`src/pkg/nvpsc_pkg.sv`:
```
// Purpose: Shared constants and types for the NVM protect/status/command block
// Assumes: AHB-Lite word registers, 125 MHz hclk
// Notes:   Lower protection field values guard more of the array
package nvpsc_pkg;
    // ********************************
    // Register map (byte addresses)
    // ********************************
    localparam logic [7:0] OFS_PROT = 8'h00;
    localparam logic [7:0] OFS_STAT = 8'h04;
    localparam logic [7:0] OFS_CMD = 8'h08;
    localparam logic [7:0] OFS_ADDR = 8'h0C;
    localparam logic [7:0] OFS_DATA = 8'h10;
    localparam logic [7:0] OFS_CDIV = 8'h14;
    // ********************************
    // Status and divider bit positions
    // ********************************
    localparam int BIT_CBEF = 7;
    localparam int BIT_CCF = 6;
    localparam int BIT_PVIOL = 5;
    localparam int BIT_ACCERR = 4;
    localparam int BIT_BLANK = 2;
    localparam int BIT_CDIV_INIT = 7;
    // ********************************
    // Command codes
    // ********************************
    localparam logic [7:0] CMD_BLANK = 8'h05;
    localparam logic [7:0] CMD_BYTE_PROG = 8'h20;
    localparam logic [7:0] CMD_BURST_PROG = 8'h25;
    localparam logic [7:0] CMD_SECT_ERASE = 8'h40;
    localparam logic [7:0] CMD_MASS_ERASE = 8'h41;
    localparam logic [7:0] CMD_ERASE_ABORT = 8'h47;
    // ********************************
    // Protection decoding
    // ********************************
    localparam logic [1:0] EE_GUARD_NONE = 2'h3;
    localparam logic [5:0] FL_GUARD_NONE = 6'h3F;
    localparam logic [5:0] FL_GUARD_ALL_MAX = 6'h18;
    localparam logic [16:0] TOP_PLUS1 = 17'h1_0000;
    localparam logic [16:0] FLASH_STEP = 17'h0_0600;
    localparam logic [16:0] EE_LOW_2 = 17'h0_17F0;
    localparam logic [16:0] EE_LOW_1 = 17'h0_17E0;
    localparam logic [16:0] EE_LOW_0 = 17'h0_17C0;
    localparam logic [15:0] EE_TOP = 16'h17FF;
    // ********************************
    // Reset and unlock values
    // ********************************
    localparam logic [7:0] PROT_RST = 8'hFF;
    localparam logic [1:0] SECURITY_RST = 2'h3;
    localparam logic [1:0] SECURITY_UNLOCKED = 2'h2;
    localparam logic [7:0] ZERO8 = 8'h00;
    // Request carried to the array sequencer
    typedef struct packed {
        logic [7:0] op;
        logic [15:0] addr;
        logic [7:0] data;
    } nvpsc_req_t;
    typedef enum logic [1:0] {
        ST_IDLE = 2'b01,
        ST_RUN = 2'b10
    } nvpsc_state_t;
endpackage

```
`src/logic/nvpsc_top.sv`:
```
// Purpose: Protection, status and command logic of an on-chip Flash/EEPROM controller
// Assumes: Array sequencer on hclk answers each nvm_go with one nvm_done pulse
// Notes:   Zero-wait AHB-Lite slave; registers sit in the low byte of each word, the address register in the low half-word
//
// How it works
// Protection bits 7:6 select the guarded EEPROM area.
// EEPROM field 3 none, 2 from 17F0, 1 from 17E0, 0 from 17C0.
// Protection bits 5:0 select the guarded Flash area.
// Flash 3F none, each step down guards 1.5K more, 18..00 guard all.
// Writing one to buffer-empty launches; launch clears it, transfer to the array sets it again.
// Only burst programs queue; buffer-empty shows whether the slot is free.
// Complete flag set when idle and empty; cleared by launch; writes ignored.
// Program/erase of a guarded address is dropped and sets violation; write one clears.
// Sequence error, unset divider, or stop mid-command sets access error; the code checks the divider for program/erase commands only.
// Writing one clears access error; zero does nothing.
// Blank flag set by clean blank check; cleared by valid launch; writes ignored.
// A clear blank flag means not erased only after a blank check completes.
// Codes 05 blank check, 20 byte program, 25 burst program.
// Codes 40 sector erase, 41 mass erase, 47 erase abort.
// Any other command code raises access error.
// Software needs blank check only for unlocking security.
// Protection writes that shrink the guarded area are ignored.
// Protection loads from the stored image right after reset.
// Mass erase is refused while anything is guarded.
// Clean Flash blank check sets security to the unsecured code.
// Writing zero to buffer-empty does nothing; unused status bits read zero.
`timescale 1ns/100ps
module nvpsc_top (
    input wire logic hclk,
    input wire logic hresetn,
    input wire logic hsel,
    input wire logic [31:0] haddr,
    input wire logic [1:0] htrans,
    input wire logic hwrite,
    input wire logic [2:0] hsize,
    input wire logic hready,
    input wire logic [31:0] hwdata,
    output logic [31:0] hrdata,
    output logic hreadyout,
    output logic hresp,
    input wire logic [7:0] stored_protection_image,
    input wire logic [1:0] stored_security_image,
    input wire logic stop_req_pin,
    input wire logic nvm_done,
    input wire logic nvm_blank_ok,
    output nvpsc_pkg::nvpsc_req_t nvm_req,
    output logic nvm_go,
    output logic nvm_abort,
    output logic [7:0] nvm_clock_divider,
    output logic [1:0] security_state_field
);
    // ********************************
    // Bus front end
    // ********************************
    logic wr_pend_reg, wr_pend_next;
    logic [7:0] wr_ofs_reg, wr_ofs_next;
    logic [31:0] hrdata_reg, hrdata_next;
    logic stop_s1_reg, stop_s2_reg, stop_s3_reg;
    logic loaded_reg;
    // Register state
    logic [7:0] prot_reg, prot_next;
    logic [1:0] security_reg, security_next;
    logic cbef_reg, cbef_next;
    logic ccf_reg, ccf_next;
    logic pviol_reg, pviol_next;
    logic accerr_reg, accerr_next;
    logic blank_reg, blank_next;
    logic [7:0] cmd_reg, cmd_next;
    logic [15:0] addr_reg, addr_next;
    logic [7:0] data_reg, data_next;
    logic [7:0] cdiv_reg, cdiv_next;
    logic cdiv_init_reg, cdiv_init_next;
    logic cmd_wr_reg, cmd_wr_next;
    // Engine state
    nvpsc_pkg::nvpsc_state_t st_reg, st_next;
    logic pend_reg, pend_next;
    nvpsc_pkg::nvpsc_req_t pend_req_reg, pend_req_next;
    nvpsc_pkg::nvpsc_req_t run_req_reg, run_req_next;
    logic go_reg, go_next;
    logic abort_reg, abort_next;
    // Decode helpers
    logic addr_ph, wr_stat, wr_prot, launch, legal, prog_erase, hit, ee_hit, fl_hit;
    logic any_prot, seq_err, busy_err, launch_ok, launch_pv, launch_ae, stop_hit;
    logic [16:0] ee_low_cur, fl_low_cur, ee_low_new, fl_low_new;
    logic blank_done, unlock;
    // Lower bound of the guarded EEPROM window; 10000 means nothing guarded
    function automatic logic [16:0] ee_low(input logic [1:0] f);
        unique case (f)
            2'h3: ee_low = nvpsc_pkg::TOP_PLUS1;
            2'h2: ee_low = nvpsc_pkg::EE_LOW_2;
            2'h1: ee_low = nvpsc_pkg::EE_LOW_1;
            2'h0: ee_low = nvpsc_pkg::EE_LOW_0;
        endcase
    endfunction
    // Lower bound of guarded Flash; 18 and below all fold to address zero
    function automatic logic [16:0] fl_low(input logic [5:0] f);
        logic [16:0] steps;
        steps = {11'h000, nvpsc_pkg::FL_GUARD_NONE - f};
        if (f <= nvpsc_pkg::FL_GUARD_ALL_MAX) begin
            fl_low = 17'h0_0000;
        end else begin
            fl_low = 17'(nvpsc_pkg::TOP_PLUS1 - 17'(steps * nvpsc_pkg::FLASH_STEP));
        end
    endfunction
    // ********************************
    // Command checks
    // ********************************
    always_comb begin
        addr_ph = hsel & hready & htrans[1];
        wr_stat = wr_pend_reg & (wr_ofs_reg == nvpsc_pkg::OFS_STAT);
        wr_prot = wr_pend_reg & (wr_ofs_reg == nvpsc_pkg::OFS_PROT);
        launch = wr_stat & hwdata[nvpsc_pkg::BIT_CBEF] & cbef_reg;
        legal = (cmd_reg == nvpsc_pkg::CMD_BLANK) | (cmd_reg == nvpsc_pkg::CMD_BYTE_PROG)
            | (cmd_reg == nvpsc_pkg::CMD_BURST_PROG)
            | (cmd_reg == nvpsc_pkg::CMD_SECT_ERASE)
            | (cmd_reg == nvpsc_pkg::CMD_MASS_ERASE)
            | (cmd_reg == nvpsc_pkg::CMD_ERASE_ABORT);
        prog_erase = legal & (cmd_reg != nvpsc_pkg::CMD_BLANK)
            & (cmd_reg != nvpsc_pkg::CMD_ERASE_ABORT);
        ee_low_cur = ee_low(prot_reg[7:6]);
        fl_low_cur = fl_low(prot_reg[5:0]);
        ee_low_new = ee_low(hwdata[7:6]);
        fl_low_new = fl_low(hwdata[5:0]);
        ee_hit = ({1'b0, addr_reg} >= ee_low_cur) & (addr_reg <= nvpsc_pkg::EE_TOP);
        fl_hit = {1'b0, addr_reg} >= fl_low_cur;
        any_prot = (prot_reg[7:6] != nvpsc_pkg::EE_GUARD_NONE)
            | (prot_reg[5:0] != nvpsc_pkg::FL_GUARD_NONE);
        hit = (cmd_reg == nvpsc_pkg::CMD_MASS_ERASE) ? any_prot
            : (prog_erase & (ee_hit | fl_hit));
        // Only a burst may queue behind a running burst
        busy_err = (st_reg == nvpsc_pkg::ST_RUN) & (cmd_reg != nvpsc_pkg::CMD_ERASE_ABORT)
            & ~((cmd_reg == nvpsc_pkg::CMD_BURST_PROG)
            & (run_req_reg.op == nvpsc_pkg::CMD_BURST_PROG));
        seq_err = ~cmd_wr_reg | ~legal | busy_err
            | (prog_erase & ~cdiv_init_reg);
        launch_ae = launch & seq_err;
        launch_pv = launch & ~seq_err & hit;
        launch_ok = launch & ~seq_err & ~hit;
        stop_hit = stop_s2_reg & ~stop_s3_reg & ((st_reg == nvpsc_pkg::ST_RUN) | pend_reg);
        blank_done = (st_reg == nvpsc_pkg::ST_RUN) & nvm_done
            & (run_req_reg.op == nvpsc_pkg::CMD_BLANK);
        unlock = blank_done & nvm_blank_ok & (run_req_reg.addr > nvpsc_pkg::EE_TOP);
    end
    // ********************************
    // Register file next state
    // ********************************
    always_comb begin
        wr_pend_next = addr_ph & hwrite;
        wr_ofs_next = haddr[7:0];
        hrdata_next = 32'h0000_0000;
        if (addr_ph & ~hwrite) begin
            unique case (haddr[7:0])
                nvpsc_pkg::OFS_PROT: hrdata_next = {24'h00_0000, prot_reg};
                nvpsc_pkg::OFS_STAT: hrdata_next = {24'h00_0000, cbef_reg, ccf_reg,
                    pviol_reg, accerr_reg, 1'b0, blank_reg, 2'b00};
                nvpsc_pkg::OFS_CMD: hrdata_next = {24'h00_0000, cmd_reg};
                nvpsc_pkg::OFS_ADDR: hrdata_next = {16'h0000, addr_reg};
                nvpsc_pkg::OFS_DATA: hrdata_next = {24'h00_0000, data_reg};
                nvpsc_pkg::OFS_CDIV: hrdata_next = {24'h00_0000, cdiv_reg};
                default: hrdata_next = 32'h0000_0000;
            endcase
        end
        prot_next = prot_reg;
        if (~loaded_reg) begin
            prot_next = stored_protection_image;
        end else if (wr_prot & (ee_low_new <= ee_low_cur) & (fl_low_new <= fl_low_cur)) begin
            prot_next = hwdata[7:0];
        end
        security_next = security_reg;
        if (~loaded_reg) begin
            security_next = stored_security_image;
        end else if (unlock) begin
            security_next = nvpsc_pkg::SECURITY_UNLOCKED;
        end
        cmd_next = cmd_reg;
        cmd_wr_next = cmd_wr_reg & ~launch;
        addr_next = addr_reg;
        data_next = data_reg;
        cdiv_next = cdiv_reg;
        cdiv_init_next = cdiv_init_reg;
        if (wr_pend_reg & (wr_ofs_reg == nvpsc_pkg::OFS_CMD)) begin
            cmd_next = hwdata[7:0];
            cmd_wr_next = 1'b1;
        end
        if (wr_pend_reg & (wr_ofs_reg == nvpsc_pkg::OFS_ADDR)) begin
            addr_next = hwdata[15:0];
        end
        if (wr_pend_reg & (wr_ofs_reg == nvpsc_pkg::OFS_DATA)) begin
            data_next = hwdata[7:0];
        end
        if (wr_pend_reg & (wr_ofs_reg == nvpsc_pkg::OFS_CDIV) & ~cdiv_init_reg) begin
            cdiv_next = {1'b0, hwdata[6:0]};
            cdiv_init_next = 1'b1;
        end
        // Set beats clear on every hardware-set flag
        pviol_next = (pviol_reg & ~(wr_stat & hwdata[nvpsc_pkg::BIT_PVIOL])) | launch_pv;
        accerr_next = (accerr_reg & ~(wr_stat & hwdata[nvpsc_pkg::BIT_ACCERR]))
            | launch_ae | stop_hit;
        blank_next = (blank_reg & ~launch_ok) | (blank_done & nvm_blank_ok);
    end
    // ********************************
    // Command engine next state
    // ********************************
    always_comb begin
        st_next = st_reg;
        pend_next = pend_reg;
        pend_req_next = pend_req_reg;
        run_req_next = run_req_reg;
        go_next = 1'b0;
        abort_next = 1'b0;
        if (launch_ok & (cmd_reg == nvpsc_pkg::CMD_ERASE_ABORT)) begin
            // Abort only reaches the array while a sector erase runs
            abort_next = (st_reg == nvpsc_pkg::ST_RUN)
                & (run_req_reg.op == nvpsc_pkg::CMD_SECT_ERASE);
        end else if (launch_ok) begin
            pend_next = 1'b1;
            pend_req_next = '{op: cmd_reg, addr: addr_reg, data: data_reg};
        end
        unique case (st_reg)
            nvpsc_pkg::ST_IDLE: begin
                if (pend_reg) begin
                    st_next = nvpsc_pkg::ST_RUN;
                    run_req_next = pend_req_reg;
                    pend_next = 1'b0;
                    go_next = 1'b1;
                end
            end
            nvpsc_pkg::ST_RUN: begin
                if (nvm_done & pend_reg) begin
                    run_req_next = pend_req_reg;
                    pend_next = 1'b0;
                    go_next = 1'b1;
                end else if (nvm_done) begin
                    st_next = nvpsc_pkg::ST_IDLE;
                end
            end
        endcase
        if (stop_hit) begin
            // Stop drops the queue; the array is told to abandon its work
            st_next = nvpsc_pkg::ST_IDLE;
            pend_next = 1'b0;
            go_next = 1'b0;
            abort_next = 1'b1;
        end
        cbef_next = ~pend_next;
        ccf_next = (st_next == nvpsc_pkg::ST_IDLE) & ~pend_next;
    end
    // ********************************
    // Registers
    // ********************************
    always_ff @(posedge hclk or negedge hresetn) begin
        if (!hresetn) begin
            wr_pend_reg <= 1'b0;
            wr_ofs_reg <= nvpsc_pkg::ZERO8;
            hrdata_reg <= 32'h0000_0000;
            stop_s1_reg <= 1'b0;
            stop_s2_reg <= 1'b0;
            stop_s3_reg <= 1'b0;
            loaded_reg <= 1'b0;
            prot_reg <= nvpsc_pkg::PROT_RST;
            security_reg <= nvpsc_pkg::SECURITY_RST;
            cbef_reg <= 1'b1;
            ccf_reg <= 1'b1;
            pviol_reg <= 1'b0;
            accerr_reg <= 1'b0;
            blank_reg <= 1'b0;
            cmd_reg <= nvpsc_pkg::ZERO8;
            addr_reg <= 16'h0000;
            data_reg <= nvpsc_pkg::ZERO8;
            cdiv_reg <= nvpsc_pkg::ZERO8;
            cdiv_init_reg <= 1'b0;
            cmd_wr_reg <= 1'b0;
            st_reg <= nvpsc_pkg::ST_IDLE;
            pend_reg <= 1'b0;
            pend_req_reg <= '0;
            run_req_reg <= '0;
            go_reg <= 1'b0;
            abort_reg <= 1'b0;
        end else begin
            wr_pend_reg <= wr_pend_next;
            wr_ofs_reg <= wr_ofs_next;
            hrdata_reg <= hrdata_next;
            stop_s1_reg <= stop_req_pin;
            stop_s2_reg <= stop_s1_reg;
            stop_s3_reg <= stop_s2_reg;
            loaded_reg <= 1'b1;
            prot_reg <= prot_next;
            security_reg <= security_next;
            cbef_reg <= cbef_next;
            ccf_reg <= ccf_next;
            pviol_reg <= pviol_next;
            accerr_reg <= accerr_next;
            blank_reg <= blank_next;
            cmd_reg <= cmd_next;
            addr_reg <= addr_next;
            data_reg <= data_next;
            cdiv_reg <= cdiv_next;
            cdiv_init_reg <= cdiv_init_next;
            cmd_wr_reg <= cmd_wr_next;
            st_reg <= st_next;
            pend_reg <= pend_next;
            pend_req_reg <= pend_req_next;
            run_req_reg <= run_req_next;
            go_reg <= go_next;
            abort_reg <= abort_next;
        end
    end
    // Outputs straight from flops or tied off; zero-wait slave never stalls or errors
    assign hrdata = hrdata_reg;
    assign hreadyout = 1'b1;
    assign hresp = 1'b0;
    assign nvm_req = run_req_reg;
    assign nvm_go = go_reg;
    assign nvm_abort = abort_reg;
    assign nvm_clock_divider = cdiv_reg;
    assign security_state_field = security_reg;
endmodule // nvpsc_top

```
`config.mk`:
```
export PLATFORM = sky130hd
export DESIGN_NAME = nvpsc_top
export DESIGN_NICKNAME = d
export VERILOG_FILES = /design/src/pkg/nvpsc_pkg.sv /design/src/logic/nvpsc_top.sv
export SDC_FILE = /design/constraint.sdc
export NUM_CORES = 1
export LEC_CHECK = 0
export ABC_CLOCK_PERIOD_IN_PS = 11600
export BUFFER_PORTS_ARGS = -buffer_cell sky130_fd_sc_hd__buf_2
export CORE_ASPECT_RATIO = 2
export CORE_MARGIN = 2
export CORE_UTILIZATION = 55
export CTS_CLUSTER_SIZE = 40
export DETAILED_ROUTE_END_ITERATION = 7
export PLACE_DENSITY = 0.8
export SLEW_MARGIN = 40
export SYNTH_ARGS = -nofsm -noshare
export SYNTH_HDL_FRONTEND = slang
export SYNTH_SLANG_ARGS = --single-unit
```
`constraint.sdc`:
```
create_clock -name hclk -period 11.6 [get_ports hclk]
set_clock_uncertainty 0.1 [all_clocks]
set_input_delay 2.9 -clock hclk [delete_from_list [all_inputs] [get_ports hclk]]
set_output_delay 2.9 -clock hclk [all_outputs]
set_load 0.03 [all_outputs]
```
# == After elaboration in Yosys (flattened, before gate mapping) ==
# Cells that the tools add are included.
# classes
magnitude_cmp,8
eq_ne,36
n_mux,32
n_addsub,4
reduce_logical,6
multipliers,2
n_bitwise,72
# op_table
op,count
$pmux W17 S4,2
$pmux W16 S6,1
$mux W32,2
$pmux W32 S2,1
$and A1 B1 Y1,43
$ge A16 B17 Y1,2
$le A17 B17 Y1,2
$mux W17,2
$sub A17 B17 Y17 const A,2
$eq A8 B3 Y1 const B,4
$eq A8 B4 Y1 const B,4
$eq A8 B5 Y1 const B,4
$eq A8 B7 Y1 const B,4
$eq A8 B6 Y1 const B,3
$gt A16 B13 Y1 const B,1
$le A16 B13 Y1 const B,1
$logic_not A8 Y1,2
$mul A6 B2 Y8 const B,2
$mux W16,1
$mux W8,2
$or A1 B1 Y1,15
$not A1 Y1,14
$le A6 B5 Y1 const B,2
$mux W1,12
other kinds (13),32
# word_totals
register_bits,170
word_cells,190
output_inout_bits,78

# == Logic depth before layout (Yosys ltp) ==
# Gate-level depths: netlist of the first run.
# depth
ltp_word,20
ltp_mapped,20
depth_no_buf,18

# == Worst setup path before layout of the first run ==
# No wires, ideal clock.
# synth_timing
path_type,input to register
start,input hwdata[0]
end,register prot_reg[7]
arrival_time_ps,6019
n_path_buf,2
setup_ps,84
stages,18
setup_slack_ps,5397
path_cell_list,clkbuf_1 -> inv_1 -> ha_1 -> a21o_1 -> a21o_1 -> a2111o_1 -> o311ai_0 -> nand3b_1 -> xnor2_1 -> nor2_1 -> ha_1 -> nand3_1 -> nor3_1 -> a21o_1 -> a31oi_1 -> clkbuf_1 -> nand4b_1 -> nand3_1
# synth_via
elab_chain_len,7
word_cells_on_any_way,8
# synth_rtl
element,line,text
"start, declared",nvpsc_top.sv:37,"input wire logic [31:0] hwdata,"
$sub A6 B6 Y6,nvpsc_top.sv:98,"steps = {11'h000, nvpsc_pkg::FL_GUARD_NONE - f};"
$mul A6 B2 Y8,nvpsc_top.sv:102,fl_low = 17'(nvpsc_pkg::TOP_PLUS1 - 17'(steps * nvpsc_pkg::FLASH_STEP));
$sub A17 B17 Y17,nvpsc_top.sv:102,
$mux W17 (*),nvpsc_top.sv:99,if (f <= nvpsc_pkg::FL_GUARD_ALL_MAX) begin
$le A17 B17 Y1 (*),nvpsc_top.sv:166,end else if (wr_prot & (ee_low_new <= ee_low_cur) & (fl_low_new <= fl_low_cur)) begin
$and A1 B1 Y1 (*),nvpsc_top.sv:166,
$ne A2 B1 Y1 (no source line) (*),-,
"end signal, assigned",nvpsc_top.sv:260,prot_reg <= nvpsc_pkg::PROT_RST;
"end signal, assigned",nvpsc_top.sv:287,prot_reg <= prot_next;
"end, declared",nvpsc_top.sv:61,"logic [7:0] prot_reg, prot_next;"
# Every way passes the cells marked *; elsewhere a longest branch is shown, timed or not.
# A chain may end at the register's enable or synchronous reset.

# == Worst setup path in the final report of the first run ==
# layout_timing
start,input hwdata[0]
end,register prot_reg[2]
# Same word-level chain as after synthesis.

==> run summary, run 1 <==
The run gives 14700 µm² as the area inside the core boundary. The run gives 162 MHz as the highest clock frequency the design can meet. The die is 90.4 µm wide.

Buffer cell driving the clock tree root: sky130_fd_sc_hd__clkbuf_16. The total overflow reported by the global router is 0. The data arrival at the endpoint of the critical path was 6420 ps.

Setup repair after global routing left no endpoint under its margin. Setup violations remaining at the end of the flow were counted as 0. The total design power is 1.84 mW. The logs give 0 for the initial antenna violation count and 1156 for the final-layout fill cell count. The worst path uses 53.1% of the clock period. The final-report hold violation count is 0, and the antenna diode count is 0. In this run the post-CTS setup repair buffer count came out at 0.

Global-route wire length before repair: 31.9 mm. For this run, asynchronously set or reset flops after synthesis account for 100%. The clock period could shrink to 6160 ps. For the max-slew violation count, the log shows 0. The floorplan step defined a die boundary enclosing 16000 µm². In this run the static leakage power is 4.69 nW. The first-pass iteration count of the detailed router is 5, and the total of max-cap violations is 0. The clock latency at the later pin of the worst-skew pair was 430 ps; the number of different library cells in the post-synthesis netlist was 67.

Entering global routing, the biggest net connects 85 pins. The clock-pin transition on the worst setup and hold timing paths came out at 70 ps. The post-route netlist has 30.5% of its cells at a drive strength greater than 1. The post-detailed-route count of antenna-violating nets is 0, and the maximum fanout along the worst path is 16. STA classifies the critical path endpoint as a register.

After detailed routing, the number of remaining DRC violations is 0. Counting along the longest clock path gives a buffer depth of 2. Hold buffer count at CTS: 0. The tools report the critical path launch point type as an input port.

Port buffering added 101 buffers. After the first detailed-routing iteration, the DRC count stood at 356. The detailed-route wire length per cell came out at 19.6 µm.

Final weighted congestion in routability-driven placement: 0.912. After detailed routing, the total wire length is 20.3 mm. In the routed layout, each cell is associated on average with a via count of 5.81.

Counting flops with a built-in enable in the synthesized netlist gives 0. Once the clock tree was built, the resizer swapped 0 gates to a different size. The logs give 0 for the yosys synthesis warning count and 51.0% for the remaining max-slew budget at the tightest pin. In this run the worst hold path is classified as register to register. At the pin with the least slew margin, the transition time is 735 ps.

TritonCTS built the clock tree. The logs give 17 for the number of buffers inserted during clock tree synthesis and 6000 for the via count. After synthesis the cells add up to 8210 µm². The floorplan step set the die height to 177 µm. The area added between synthesis and finish came out at 15.2%.

The initial core utilization is 55.7%. The data required time of the worst path came out at 11860 ps. The most used flip-flop cell after synthesis is sky130_fd_sc_hd__dfrtp_1. The via count of the first global-routing pass was 6172.

Sequential cells were found to cover 47.1% of the synthesized design area. The synthesized area divided by synthesized cell count works out to 11.4 µm². Power spread over the standard cell area amounts to 194 nW/µm². The flow ran to the end, and the final reports show no timing, DRC or antenna violations. After legalization and detailed placement, the total HPWL measured 15.2 mm.

For this run, the post-layout net count is 966. The run gives 722 as the gate count of the mapped netlist. The critical path is of the input port to register type. The total I/O pin count came out at 165. In this run the number of H-tree levels came out at 4. The total negative slack was 0 ps; the number of standard-cell rows in the floorplan was 63. Global routing used 26.2% of the available tracks across all layers.

The clock net in this run drives a total of 154 sinks. The largest voltage drop on the vdd net is 0.114 mV. The number of register bits inferred by synthesis came out at 154.
-- Yosys cell counts (all sizes together), types with 6 or more instances --
master  number  area [µm²]
nand4        7        43.8
mux2        87        1070
nand3       31         155
clkbuf      15        56.3
nor2b       21         131
nor2        38         143
a21oi       24         124
o21ai       28         140
ha          52         651
nand2       47         176
buf         25         189
a22oi        8        60.1
xor2         8        70.1
a31oi       14        87.6
a21o         8        60.1
and2        10        62.6
nand4b      11        96.3
dfstp       13         342
dfrtp      141        3530
inv         35         131
nor3         7        40.0
nand2b       9        56.3
xnor2       12         105
a211oi       6        62.6
-- stage by stage --
stage                     setup slack, ps  hold WS, ps  area, µm²  utilization, %  std cells
after floorplan                      5400          231       8280               -        740
after global placement               4740          237       8840            60.0       1001
after detailed placement             5020          238       8860            60.1       1001
after CTS                            5460          254       9460            64.2       1033
after global routing                 5060          256       9460            64.2       1033
final                                5440          250       9460            64.2       1033
-- worst max-delay path, stage by stage --
cell and delay [ps]:
sky130_fd_sc_hd__buf_2 180, sky130_fd_sc_hd__inv_1 170, sky130_fd_sc_hd__ha_1 190, sky130_fd_sc_hd__inv_1 50, sky130_fd_sc_hd__fa_1 490, sky130_fd_sc_hd__nor3b_1 320
sky130_fd_sc_hd__nand2_1 100, sky130_fd_sc_hd__nor2_1 190, sky130_fd_sc_hd__nand3b_1 110, sky130_fd_sc_hd__xnor2_1 150, sky130_fd_sc_hd__nor2_1 60, sky130_fd_sc_hd__ha_1 330
sky130_fd_sc_hd__nand3_1 120, sky130_fd_sc_hd__nor3_1 60, sky130_fd_sc_hd__a21o_1 160, sky130_fd_sc_hd__a31oi_2 530, sky130_fd_sc_hd__nand4b_1 210, sky130_fd_sc_hd__nand3_1 80
-- worst paths after layout --
check                      slack [ps]         from  cells after the start               end
min reg2reg                       250  stop_s1_reg                      0       stop_s2_reg
max                              5440    hwdata[0]                     18       prot_reg[2]
max in group asynchronous        7840      hresetn                      2   pend_req_reg[7]
min in group asynchronous        2390      hresetn                      1            nvm_go
min                               250  stop_s1_reg                      0       stop_s2_reg
max reg2reg                      6670  prot_reg[0]                     19  pend_req_reg[23]
-- kinds of logic (layout without fill, tap and decap cells) --
family / count (synthesis) / in the layout / synth area share, %
AND/OR/NAND/NOR: 207 / 207 / 13.5
XOR/XNOR: 20 / 20 / 2.13
multiplexers: 92 / 92 / 14.4
buffers and inverters: 75 / 173 / 4.58
other: 2 / 20 / 0.0914
AO/OA/AOI/OAI: 118 / 118 / 9.83
flip-flops: 154 / 154 / 47.1
adder cells (fa/ha/maj): 54 / 54 / 8.41
-- routing by layer --
metal	track usage, %	wire length, µm	vias to the layer above
met2	49.3	11300	202
li1	-	-	2752
met3	4.86	804	75
met5	0	0	-
met1	25.8	6860	2971
met4	17.0	1320	0
-- final cells by class --
class                           count  area [µm²]  share of cell area, %
Clock buffer                       17         425                   4.49
Multi-Input combinational cell    511        4060                   42.9
Clock inverter                     15         178                   1.88
Sequential cell                   154        3870                   40.9
Timing Repair Buffer              106         553                   5.84
Tap cell                          195         244                   2.58
Inverter                           35         131                   1.39
-- layout by cell type (no fill, tap or decap), types with 10 or more instances in the layout --
master	n
sky130_fd_sc_hd__dfstp_2	13
sky130_fd_sc_hd__nor2_1	37
sky130_fd_sc_hd__buf_2	100
sky130_fd_sc_hd__nand4b_1	11
sky130_fd_sc_hd__clkbuf_16	17
sky130_fd_sc_hd__nand2_1	47
sky130_fd_sc_hd__xnor2_1	12
sky130_fd_sc_hd__a21oi_1	23
sky130_fd_sc_hd__mux2_4	24
sky130_fd_sc_hd__conb_1	20
sky130_fd_sc_hd__o21ai_0	28
sky130_fd_sc_hd__dfrtp_1	140
sky130_fd_sc_hd__and2_1	10
sky130_fd_sc_hd__a31oi_1	13
sky130_fd_sc_hd__mux2_2	61
sky130_fd_sc_hd__ha_1	52
sky130_fd_sc_hd__nand3_1	30
sky130_fd_sc_hd__nor2b_1	21
sky130_fd_sc_hd__inv_1	35
-- where the power goes --
part	leakage [nW]	total, mW	internal (mW)	switching, mW
clock	0.283	0.564	0.308	0.255
combinational	2.44	0.647	0.271	0.376
sequential	1.97	0.625	0.570	0.0549
Note: power is estimated with default switching activity, not from simulation.
==> inputs of run 2 (changes only) <==
--- a/config.mk
+++ b/config.mk
@@ -5,14 +5,14 @@
 export SDC_FILE = /design/constraint.sdc
 export NUM_CORES = 1
 export LEC_CHECK = 0
-export ABC_CLOCK_PERIOD_IN_PS = 11600
+export ABC_CLOCK_PERIOD_IN_PS = 5000
 export BUFFER_PORTS_ARGS = -buffer_cell sky130_fd_sc_hd__buf_2
 export CORE_ASPECT_RATIO = 2
 export CORE_MARGIN = 2
-export CORE_UTILIZATION = 55
+export CORE_UTILIZATION = 50
 export CTS_CLUSTER_SIZE = 40
 export DETAILED_ROUTE_END_ITERATION = 7
-export PLACE_DENSITY = 0.8
+export PLACE_DENSITY = 0.76
 export SLEW_MARGIN = 40
 export SYNTH_ARGS = -nofsm -noshare
 export SYNTH_HDL_FRONTEND = slang
==> constraint.sdc (replaced) <==
create_clock -name hclk -period 5 [get_ports hclk]
set_clock_uncertainty 0.1 [all_clocks]
set_input_delay 1.25 -clock hclk [delete_from_list [all_inputs] [get_ports hclk]]
set_output_delay 1.25 -clock hclk [all_outputs]
set_load 0.03 [all_outputs]
==> run 2 against run 1 <==
  * Power up 140%
  * Register-to-register slack worse by 6300 ps
  * Utilization down 4.5 points
  * Clock power rose to 2.6 times the previous value
  * Routed wire length down 2.9%
  * Sequential share of layout area down 0.87 points
  * Sequential cell count unchanged
  * Global-route usage down 2.5 points
  * Sequential power up 130%
  * Critical path type is now register to register
==> run summary, run 2 (same netlist as run 1, synthesis figures left out) <==
Total instance count after detailed placement: 1023 (+2.2%). The signal on the critical path passes through inv_1, ha_1, inv_1, fa_1, nand2b_1, a21oi_2, xor2_1, nor3_1, xnor2_1, xnor2_1, nand2_1, ha_1, nand4b_1, o41ai_2, o32ai_1, o31ai_4, a211oi_4, buf_4, mux2_1. Based on the critical path, the design can be clocked at up to 216 MHz.

The tools report the total global-route track usage as 23.6% (-2.5 points). The buffer cell driving the clock tree root is sky130_fd_sc_hd__clkbuf_16. The tools report the largest voltage drop on the vdd net as 0.307 mV (+170%). For the final cell count without fillers, the log shows 1056 (+2.2%). The pin slew with the least headroom to its limit works out to 805 ps (+70.5 ps). The run finished with clean final reports. The per-cell via count in the routed design came out at 5.69 (-2.1%). The tools report the leakage power as 4.81 nW (+2.6%). Number of resized instances in the post-cts repair step: 0 (unchanged).

The run gives 31.2 mm (-2.1%) as the global-route wire length before repair. The number of remaining DRC errors is 0 (unchanged), and the total overflow reported by the global router is 0 (unchanged). Final-report hold violation count: 0 (unchanged). Hold buffer count at CTS: 0 (unchanged).

The logs give 0 ps (unchanged) for the total negative slack and 5 (unchanged) for the first-pass iteration count of the detailed router. Number of standard-cell rows in the floorplan: 66 (+4.8%). The master of the slowest instance on the critical path is sky130_fd_sc_hd__o31ai_4. The number of buffer and inverter instances along the worst setup path was 3 (unchanged).

The type of the worst setup path was register to register. On the critical path the largest part of the delay comes from compound AO/OA/AOI/OAI gates. The post-detailed-route count of antenna-violating nets came out at 0 (unchanged). The detailed-route wire length per cell was 18.6 µm (-5.0%); the first-iteration detailed-routing DRC count was 384 (+7.9%). The highest cell delay on the worst timing path works out to 440 ps (-90 ps). The worst reg-to-reg setup slack came out at 380 ps (-6290 ps).

The logs give 16200 µm² (+9.8%) for the area inside the core boundary and 5210 ps (-6650 ps) for the data required time of the worst path. Counting I/O delays and the setup requirement, the final critical path takes 4620 ps. The worst setup path is launched from a register.

The path depth of the worst reg2reg path was 19 (unchanged); the final weighted congestion in routability-driven placement was 0.938 (+2.9%). The height of the chip is 185 µm (+4.8%), and the maximum number of pins on one net before global-route repair is 115 (+35%). Total of max-cap violations: 0 (unchanged). The initial core utilization is 50.7% (-5.0 points).

The area growth from synthesis to layout is 17.7%. The maximum fanout along the worst path came out at 11 (-5). The tools report the total number of clock tree sinks as 154 (unchanged). The max-slew violation count came out at 0 (unchanged). The count of final setup violators was 0 (unchanged). The level count of the clock H-tree came out at 4 (unchanged).

The startpoint identified for the worst register-to-register timing path is prot_reg[1]. For the remaining max-slew budget at the tightest pin, the log shows 46.1% (-4.9 points). Number of buffers inserted during clock tree synthesis: 17 (unchanged). Setup repair after global routing left no endpoint under its margin. The tools report the via count as 6007 (+0.12%).

The clock latency at the later pin of the worst-skew pair was 430 ps (about the same); the area enclosed by the die boundary was 17500 µm² (+9.7%). The worst register-to-register path ends at pend_req_reg[7]. The data arrival at the endpoint of the critical path was 4830 ps (-1590 ps). The worst setup path is captured at a register. The tools report the total I/O pin count as 165 (unchanged). The worst-case hold slack was 260 ps (+10.4 ps); the antenna diode count was 0 (unchanged). Fraction of layout cells with a size suffix above 1: 31.3% (+0.79 points).

In the layout the commonest cells are sky130_fd_sc_hd__dfrtp_1, sky130_fd_sc_hd__buf_2, sky130_fd_sc_hd__mux2_2. The run gives 0 (unchanged) as the number of setup buffers added after CTS. The final critical path takes up 92.4% of the cycle. The run gives 980 (+1.4%) as the number of nets at the end of the flow. Via count of the first global-routing pass: 6139 (-0.53%).

The count of cells along the worst hold path is 0 (unchanged). The total detailed-routing wirelength came out at 19.7 mm (-2.9%). The maximum number of buffers from clock root to sink came out at 2 (unchanged).

The number of port buffers works out to 101 (unchanged). The total power divided by cell area is 458 nW/µm² (+140%), and the placed wire-length estimate after detailed placement is 14.5 mm (-4.2%). The total design power came out at 4.43 mW (+140%). Leaving out fill and tap cells, the most frequent cell in the layout is sky130_fd_sc_hd__dfrtp_1. Initial antenna violation count: 0 (unchanged). Clock-pin transition on the worst setup and hold timing paths: 70 ps (about the same). The final-layout fill cell count is 1407 (+22%). TritonCTS built the clock tree. The worst hold path begins at stop_s1_reg.

The worst hold-check path type is register to register. The chip width is 94.6 µm (+4.7%). The tools report the worst hold path endpoint as stop_s2_reg.
run 2: cell types whose count changed in the layout (fill, tap and decap cells not counted), moves of 2 or more:
cell	previous run	this run
sky130_fd_sc_hd__buf_4	4	15
sky130_fd_sc_hd__clkinvlp_4	4	0
sky130_fd_sc_hd__inv_6	2	6
sky130_fd_sc_hd__inv_8	6	2
sky130_fd_sc_hd__bufinv_16	1	4
sky130_fd_sc_hd__buf_8	0	2
sky130_fd_sc_hd__clkinv_4	0	2
run 2: per-stage QoR:
stage          utilization (%)  cell area [µm²]  setup slack, ps
2_1_floorplan                -             8280              447
4_1_cts                   59.6             9640              394
3_3_place_gp              55.3             8950              373
6_report                  59.7             9670              379
3_5_place_dp              55.5             8990              354
5_1_grt                   59.7             9670              159
run 2: worst max-delay path by stage:
stage                start               to  slack, ps  depth (start not counted)
2_1_floorplan    hwdata[0]      prot_reg[7]        450                         18
3_3_place_gp     hwdata[0]      prot_reg[0]        370                         19
3_5_place_dp     hwdata[0]      prot_reg[3]        350                         19
4_1_cts        prot_reg[1]  pend_req_reg[7]        390                         19
5_1_grt        prot_reg[1]  pend_req_reg[7]        160                         19
6_report       prot_reg[1]  pend_req_reg[7]        380                         19
run 2: area by class of cell:
| cell class | count | area (µm²) | share of cell area [%] |
|---|---|---|---|
| multi-input combinational | 511 | 4060 | 41.9 |
| sequential | 154 | 3870 | 40.0 |
| timing repair buffer | 120 | 702 | 7.26 |
| clock buffer | 17 | 425 | 4.40 |
| tap | 204 | 255 | 2.64 |
| clock inverter | 15 | 229 | 2.37 |
| inverter | 35 | 131 | 1.36 |
run 2: metal layers:
layer | vias to the layer above | GRT usage, % | wire, µm
li1 | 2783 | - | -
met1 | 2921 | 24.8 | 6890
met2 | 217 | 41.7 | 10600
met3 | 86 | 4.03 | 895
met4 | 0 | 16.5 | 1300
met5 | - | 0 | 0
run 2: worst reg2reg max path, stage by stage (launching register included):
cell	delay, ps
sky130_fd_sc_hd__dfstp_2	370
sky130_fd_sc_hd__inv_1	90
sky130_fd_sc_hd__ha_1	210
sky130_fd_sc_hd__inv_1	70
sky130_fd_sc_hd__fa_1	380
sky130_fd_sc_hd__nand2b_1	170
sky130_fd_sc_hd__a21oi_2	270
sky130_fd_sc_hd__xor2_1	140
sky130_fd_sc_hd__nor3_1	290
sky130_fd_sc_hd__xnor2_1	170
sky130_fd_sc_hd__xnor2_1	130
sky130_fd_sc_hd__nand2_1	100
sky130_fd_sc_hd__ha_1	340
sky130_fd_sc_hd__nand4b_1	120
sky130_fd_sc_hd__o41ai_2	250
sky130_fd_sc_hd__o32ai_1	170
sky130_fd_sc_hd__o31ai_4	440
sky130_fd_sc_hd__a211oi_4	130
sky130_fd_sc_hd__buf_4	220
sky130_fd_sc_hd__mux2_1	330
run 2: power by group:
group / switching, mW / internal, mW
Sequential: 0.0869 / 1.32
Clock: 0.578 / 0.858
Combinational: 0.917 / 0.666
Total: 1.58 / 2.84
==> inputs of run 3 (changes only) <==
--- a/config.mk
+++ b/config.mk
@@ -5,14 +5,15 @@
 export SDC_FILE = /design/constraint.sdc
 export NUM_CORES = 1
 export LEC_CHECK = 0
+export ABC_AREA = 1
 export ABC_CLOCK_PERIOD_IN_PS = 5000
 export BUFFER_PORTS_ARGS = -buffer_cell sky130_fd_sc_hd__buf_2
-export CORE_ASPECT_RATIO = 2
+export CORE_ASPECT_RATIO = 1.1
 export CORE_MARGIN = 2
 export CORE_UTILIZATION = 50
 export CTS_CLUSTER_SIZE = 40
 export DETAILED_ROUTE_END_ITERATION = 7
-export PLACE_DENSITY = 0.76
+export PLACE_DENSITY = 0.77
 export SLEW_MARGIN = 40
 export SYNTH_ARGS = -nofsm -noshare
 export SYNTH_HDL_FRONTEND = slang
==> run 3 against run 2 <==
  * Sequential share of layout area is 1.3 points higher
  * Hold slack got worse by 3.8 ps
  * Clock-buffer cell count up 4
  * First-iteration DRC count grew 22%
  * Sequential power decreased by 6%
  * Synthesized cell count is 26% higher
  * Power is 31% lower
  * Global-route usage decreased by 0.86 points
  * Critical path depth increased by 4
  * Die area down 2.1%
  * Final cell count rose by 17%
  * Largest cell class is now sequential cells
  * Largest power group is now sequential cells
==> run summary, run 3 <==
The flow ran to the end, and the final reports show no timing, DRC or antenna violations. The first-pass iteration count of the detailed router came out at 6 (+1). The logs give 48.0% (+0.87 points) for the share of the yosys chip area belonging to registers and 0 (unchanged) for the number of setup buffers added after CTS. The part of the cycle the worst path needs is 90.9% (-1.6 points), and the number of synthesized flops with an enable pin is 0 (unchanged). The area share of the largest cell type after synthesis was 43.7% (+0.79 points); the fraction of layout cells with a size suffix above 1 was 20.2% (-11 points). The max-slew violation count is 0 (unchanged).

The tools report the maximum number of pins on one net before global-route repair as 105 (-8.7%). The total global-route track usage is 22.8% (-0.86 points), and the total overflow reported by the global router is 0 (unchanged). The logs give 48 (-27%) for the number of standard-cell rows in the floorplan and 0 (unchanged) for the total of max-cap violations. Number of different library cells in the post-synthesis netlist: 54 (-19%). The remaining max-slew budget at the tightest pin was 48.1% (+2.0 points). The total power divided by cell area is 326 nW/µm² (-29%).

The area enclosed by the die boundary was 17200 µm² (-2.1%). STA classifies the critical path endpoint as a register. For the via count, the log shows 6559 (+9.2%). The run gives 31.0 mm (-0.69%) as the global-route wire length before repair. The yosys synthesis warning count was 0 (unchanged); the largest voltage drop on the vdd net was 0.229 mV (-25%). The via count of the first global-routing pass was 6224 (+1.4%); the number of port buffers was 101 (unchanged). The first-iteration detailed-routing DRC count was 467 (+22%). The most common cell after layout, fill and taps aside was sky130_fd_sc_hd__nand2_1. In the synthesized netlist the dominant register cell turns out to be sky130_fd_sc_hd__dfrtp_1.

The number of buffers inserted during clock tree synthesis was 17 (unchanged). The biggest area contributor in the post-synthesis netlist is sky130_fd_sc_hd__dfrtp_1. After synthesis, the most frequently instantiated cells are sky130_fd_sc_hd__nand2_1, sky130_fd_sc_hd__dfrtp_1, sky130_fd_sc_hd__inv_1.

The tools report the area inside the core boundary as 15700 µm² (-2.8%). The tightest min-delay check is of the register to register type. The run gives 0 (unchanged) as the number of remaining DRC errors. The clock-pin transition on the worst setup and hold timing paths is 60 ps (about the same), and the path depth of the worst reg2reg path is 22 (+3). Highest clock frequency the design can meet: 220 MHz (+1.7%).

The initial antenna violation count came out at 0 (unchanged). The final weighted congestion in routability-driven placement was 0.933 (-0.59%); the initial core utilization was 51.3% (+0.51 points). The final-report hold violation count came out at 0 (unchanged). The data arrival at the endpoint of the critical path was 4800 ps (-30 ps); the placed wire-length estimate after detailed placement was 13.6 mm (-6.3%). The final core utilization came out at 59.5% (-0.28 points). The leading cell type by number of instances after synthesis was sky130_fd_sc_hd__nand2_1.

The number of resized instances in the post-cts repair step came out at 0 (unchanged). TritonCTS built the clock tree. The total I/O pin count was 165 (unchanged).

For the post-detailed-route count of antenna-violating nets, the log shows 0 (unchanged). The number of register bits inferred by synthesis is 154 (unchanged), and the total design power is 3.05 mW (-31%). From synthesis to final layout, the design area changed by 16.0%. The level count of the clock H-tree is 4 (unchanged). The run gives 2 (unchanged) as the maximum number of buffers from clock root to sink. The run gives 1159 (+18%) as the number of nets at the end of the flow. By startpoint and endpoint, the worst setup path is classified as input port to register.

CTS placed an instance of sky130_fd_sc_hd__clkbuf_16 at the clock tree root. The maximum fanout along the worst path works out to 16 (+5). The cell area after technology mapping is 8070 µm² (-1.8%). The per-cell via count in the routed design is 5.33 (-6.3%). For the hold buffer count at CTS, the log shows 0 (unchanged).

Leaving out fill and tap cells, the most frequent cells in the layout are sky130_fd_sc_hd__nand2_1, sky130_fd_sc_hd__dfrtp_1, sky130_fd_sc_hd__inv_1. After synthesis, the cell types taking the most area are sky130_fd_sc_hd__dfrtp_1, sky130_fd_sc_hd__ha_1, sky130_fd_sc_hd__nand2_1. The clock latency at the later pin of the worst-skew pair came out at 430 ps (about the same). The count of cells along the worst hold path is 0 (unchanged), and the gate count of the mapped netlist is 911 (+26%). For the total cell area at the placement stage, the log shows 8740 µm² (-2.7%).

The chip width works out to 125 µm (+32%). Setup repair after global routing left no endpoint under its margin. Final period demand of the worst path: 4540 ps (-78.2 ps).

The total negative slack was 0 ps (unchanged); the detailed-route wire length per cell was 15.1 µm (-19%). The tools report the critical path launch point type as an input port. The tools report the post-route standard cell area excluding fillers as 9360 µm² (-3.2%). The leakage power is 4.84 nW (+0.72%).

The total detailed-routing wirelength is 18.6 mm (-5.6%), and the data required time of the worst path is 5260 ps (+50 ps). The synthesized area divided by synthesized cell count was 8.85 µm² (-22%). The pin slew with the least headroom to its limit is 777 ps (-28.5 ps), and the count of final setup violators is 0 (unchanged).

The height of the chip was 137 µm (-26%); the total number of clock tree sinks was 154 (unchanged). The share of synthesized registers carrying an async set or reset is 100% (unchanged), and the antenna diode count is 0 (unchanged).
## run 3: changes by cell type in the layout (fill, tap and decap cells not counted), sizes merged, moves of 20 or more
cell   before  now
nand3      31   51
nor2       38   80
o21ai      28   74
nand2      47  160
a21oi      24   62
nor2b      21    0
inv        43  118
mux2       87   17
## run 3: kinds of logic (layout without fill, tap and decap cells)
group                      after synthesis  after routing  share of synthesized area [%]
and+or+nand+nor                        350            350                           19.5
AOI/OAI and AO/OA                      165            165                           11.6
buffers and inverters                  158            260                           8.53
DFF                                    154            154                           48.0
adders and majority gates               54             54                           8.56
muxes                                   25             25                           3.37
xor gates and xnor gates                 3              3                          0.326
other                                    2             20                         0.0931
## run 3: where the power goes
part / total, mW / internal [mW] / leakage (nW) / switching [mW]
combinational: 0.454 / 0.161 / 2.82 / 0.292
sequential: 1.33 / 1.28 / 1.75 / 0.0407
clock: 1.27 / 0.760 / 0.275 / 0.511
total: 3.05 / 2.21 / 4.84 / 0.844
## run 3: worst max-delay path, cell delays in order
cell and delay [ps]:
sky130_fd_sc_hd__buf_2 130, sky130_fd_sc_hd__inv_1 170, sky130_fd_sc_hd__ha_1 210, sky130_fd_sc_hd__inv_1 50, sky130_fd_sc_hd__fa_1 400, sky130_fd_sc_hd__nand3b_1 170
sky130_fd_sc_hd__and2_1 180, sky130_fd_sc_hd__xor2_1 180, sky130_fd_sc_hd__inv_1 110, sky130_fd_sc_hd__nor2_1 140, sky130_fd_sc_hd__a21boi_0 100, sky130_fd_sc_hd__nor3_1 230
sky130_fd_sc_hd__ha_1 280, sky130_fd_sc_hd__nand2_1 70, sky130_fd_sc_hd__inv_1 50, sky130_fd_sc_hd__a221oi_1 230, sky130_fd_sc_hd__o21ai_0 150, sky130_fd_sc_hd__o41ai_1 100
sky130_fd_sc_hd__nand4_1 140, sky130_fd_sc_hd__nand2_1 130, sky130_fd_sc_hd__buf_12 150, sky130_fd_sc_hd__nor2_1 50, sky130_fd_sc_hd__a21oi_1 130
## run 3: metrics by stage
step / hold WS, ps / std cells / setup slack (ps)
2_1_floorplan: 231 / 929 / 438
3_3_place_gp: 256 / 1197 / 227
3_5_place_dp: 245 / 1198 / 47.9
4_1_cts: 259 / 1230 / 479
5_1_grt: 266 / 1231 / 103
6_report: 256 / 1231 / 457
## run 3: per-layer routing
metal | global-route usage (%) | share of wire [%]
met3 | 3.92 | 5.4
met4 | 8.89 | 2.3
met1 | 31.4 | 46
met5 | 0 | 0
met2 | 36.3 | 47
## run 3: cell type report
| type | count | area [µm²] |
|---|---|---|
| tap | 200 | 250 |
| fill | 1359 | 6380 |
| timing repair buffer | 110 | 628 |
| multi-input combinational | 617 | 3580 |
| sequential | 154 | 3870 |
| inverter | 118 | 443 |
| clock inverter | 11 | 123 |
| clock buffer | 21 | 460 |
## run 3: final timing paths
kind	startpoint	to	slack [ps]
setup reg to reg	prot_reg[0]	pend_req_reg[3]	650
setup / recovery	hwdata[1]	prot_reg[3]	460
hold / removal	stop_s1_reg	stop_s2_reg	260
hold reg to reg	stop_s1_reg	stop_s2_reg	260
min in group asynchronous	hresetn	cmd_reg[1]	560
max in group asynchronous	hresetn	prot_reg[6]	3580
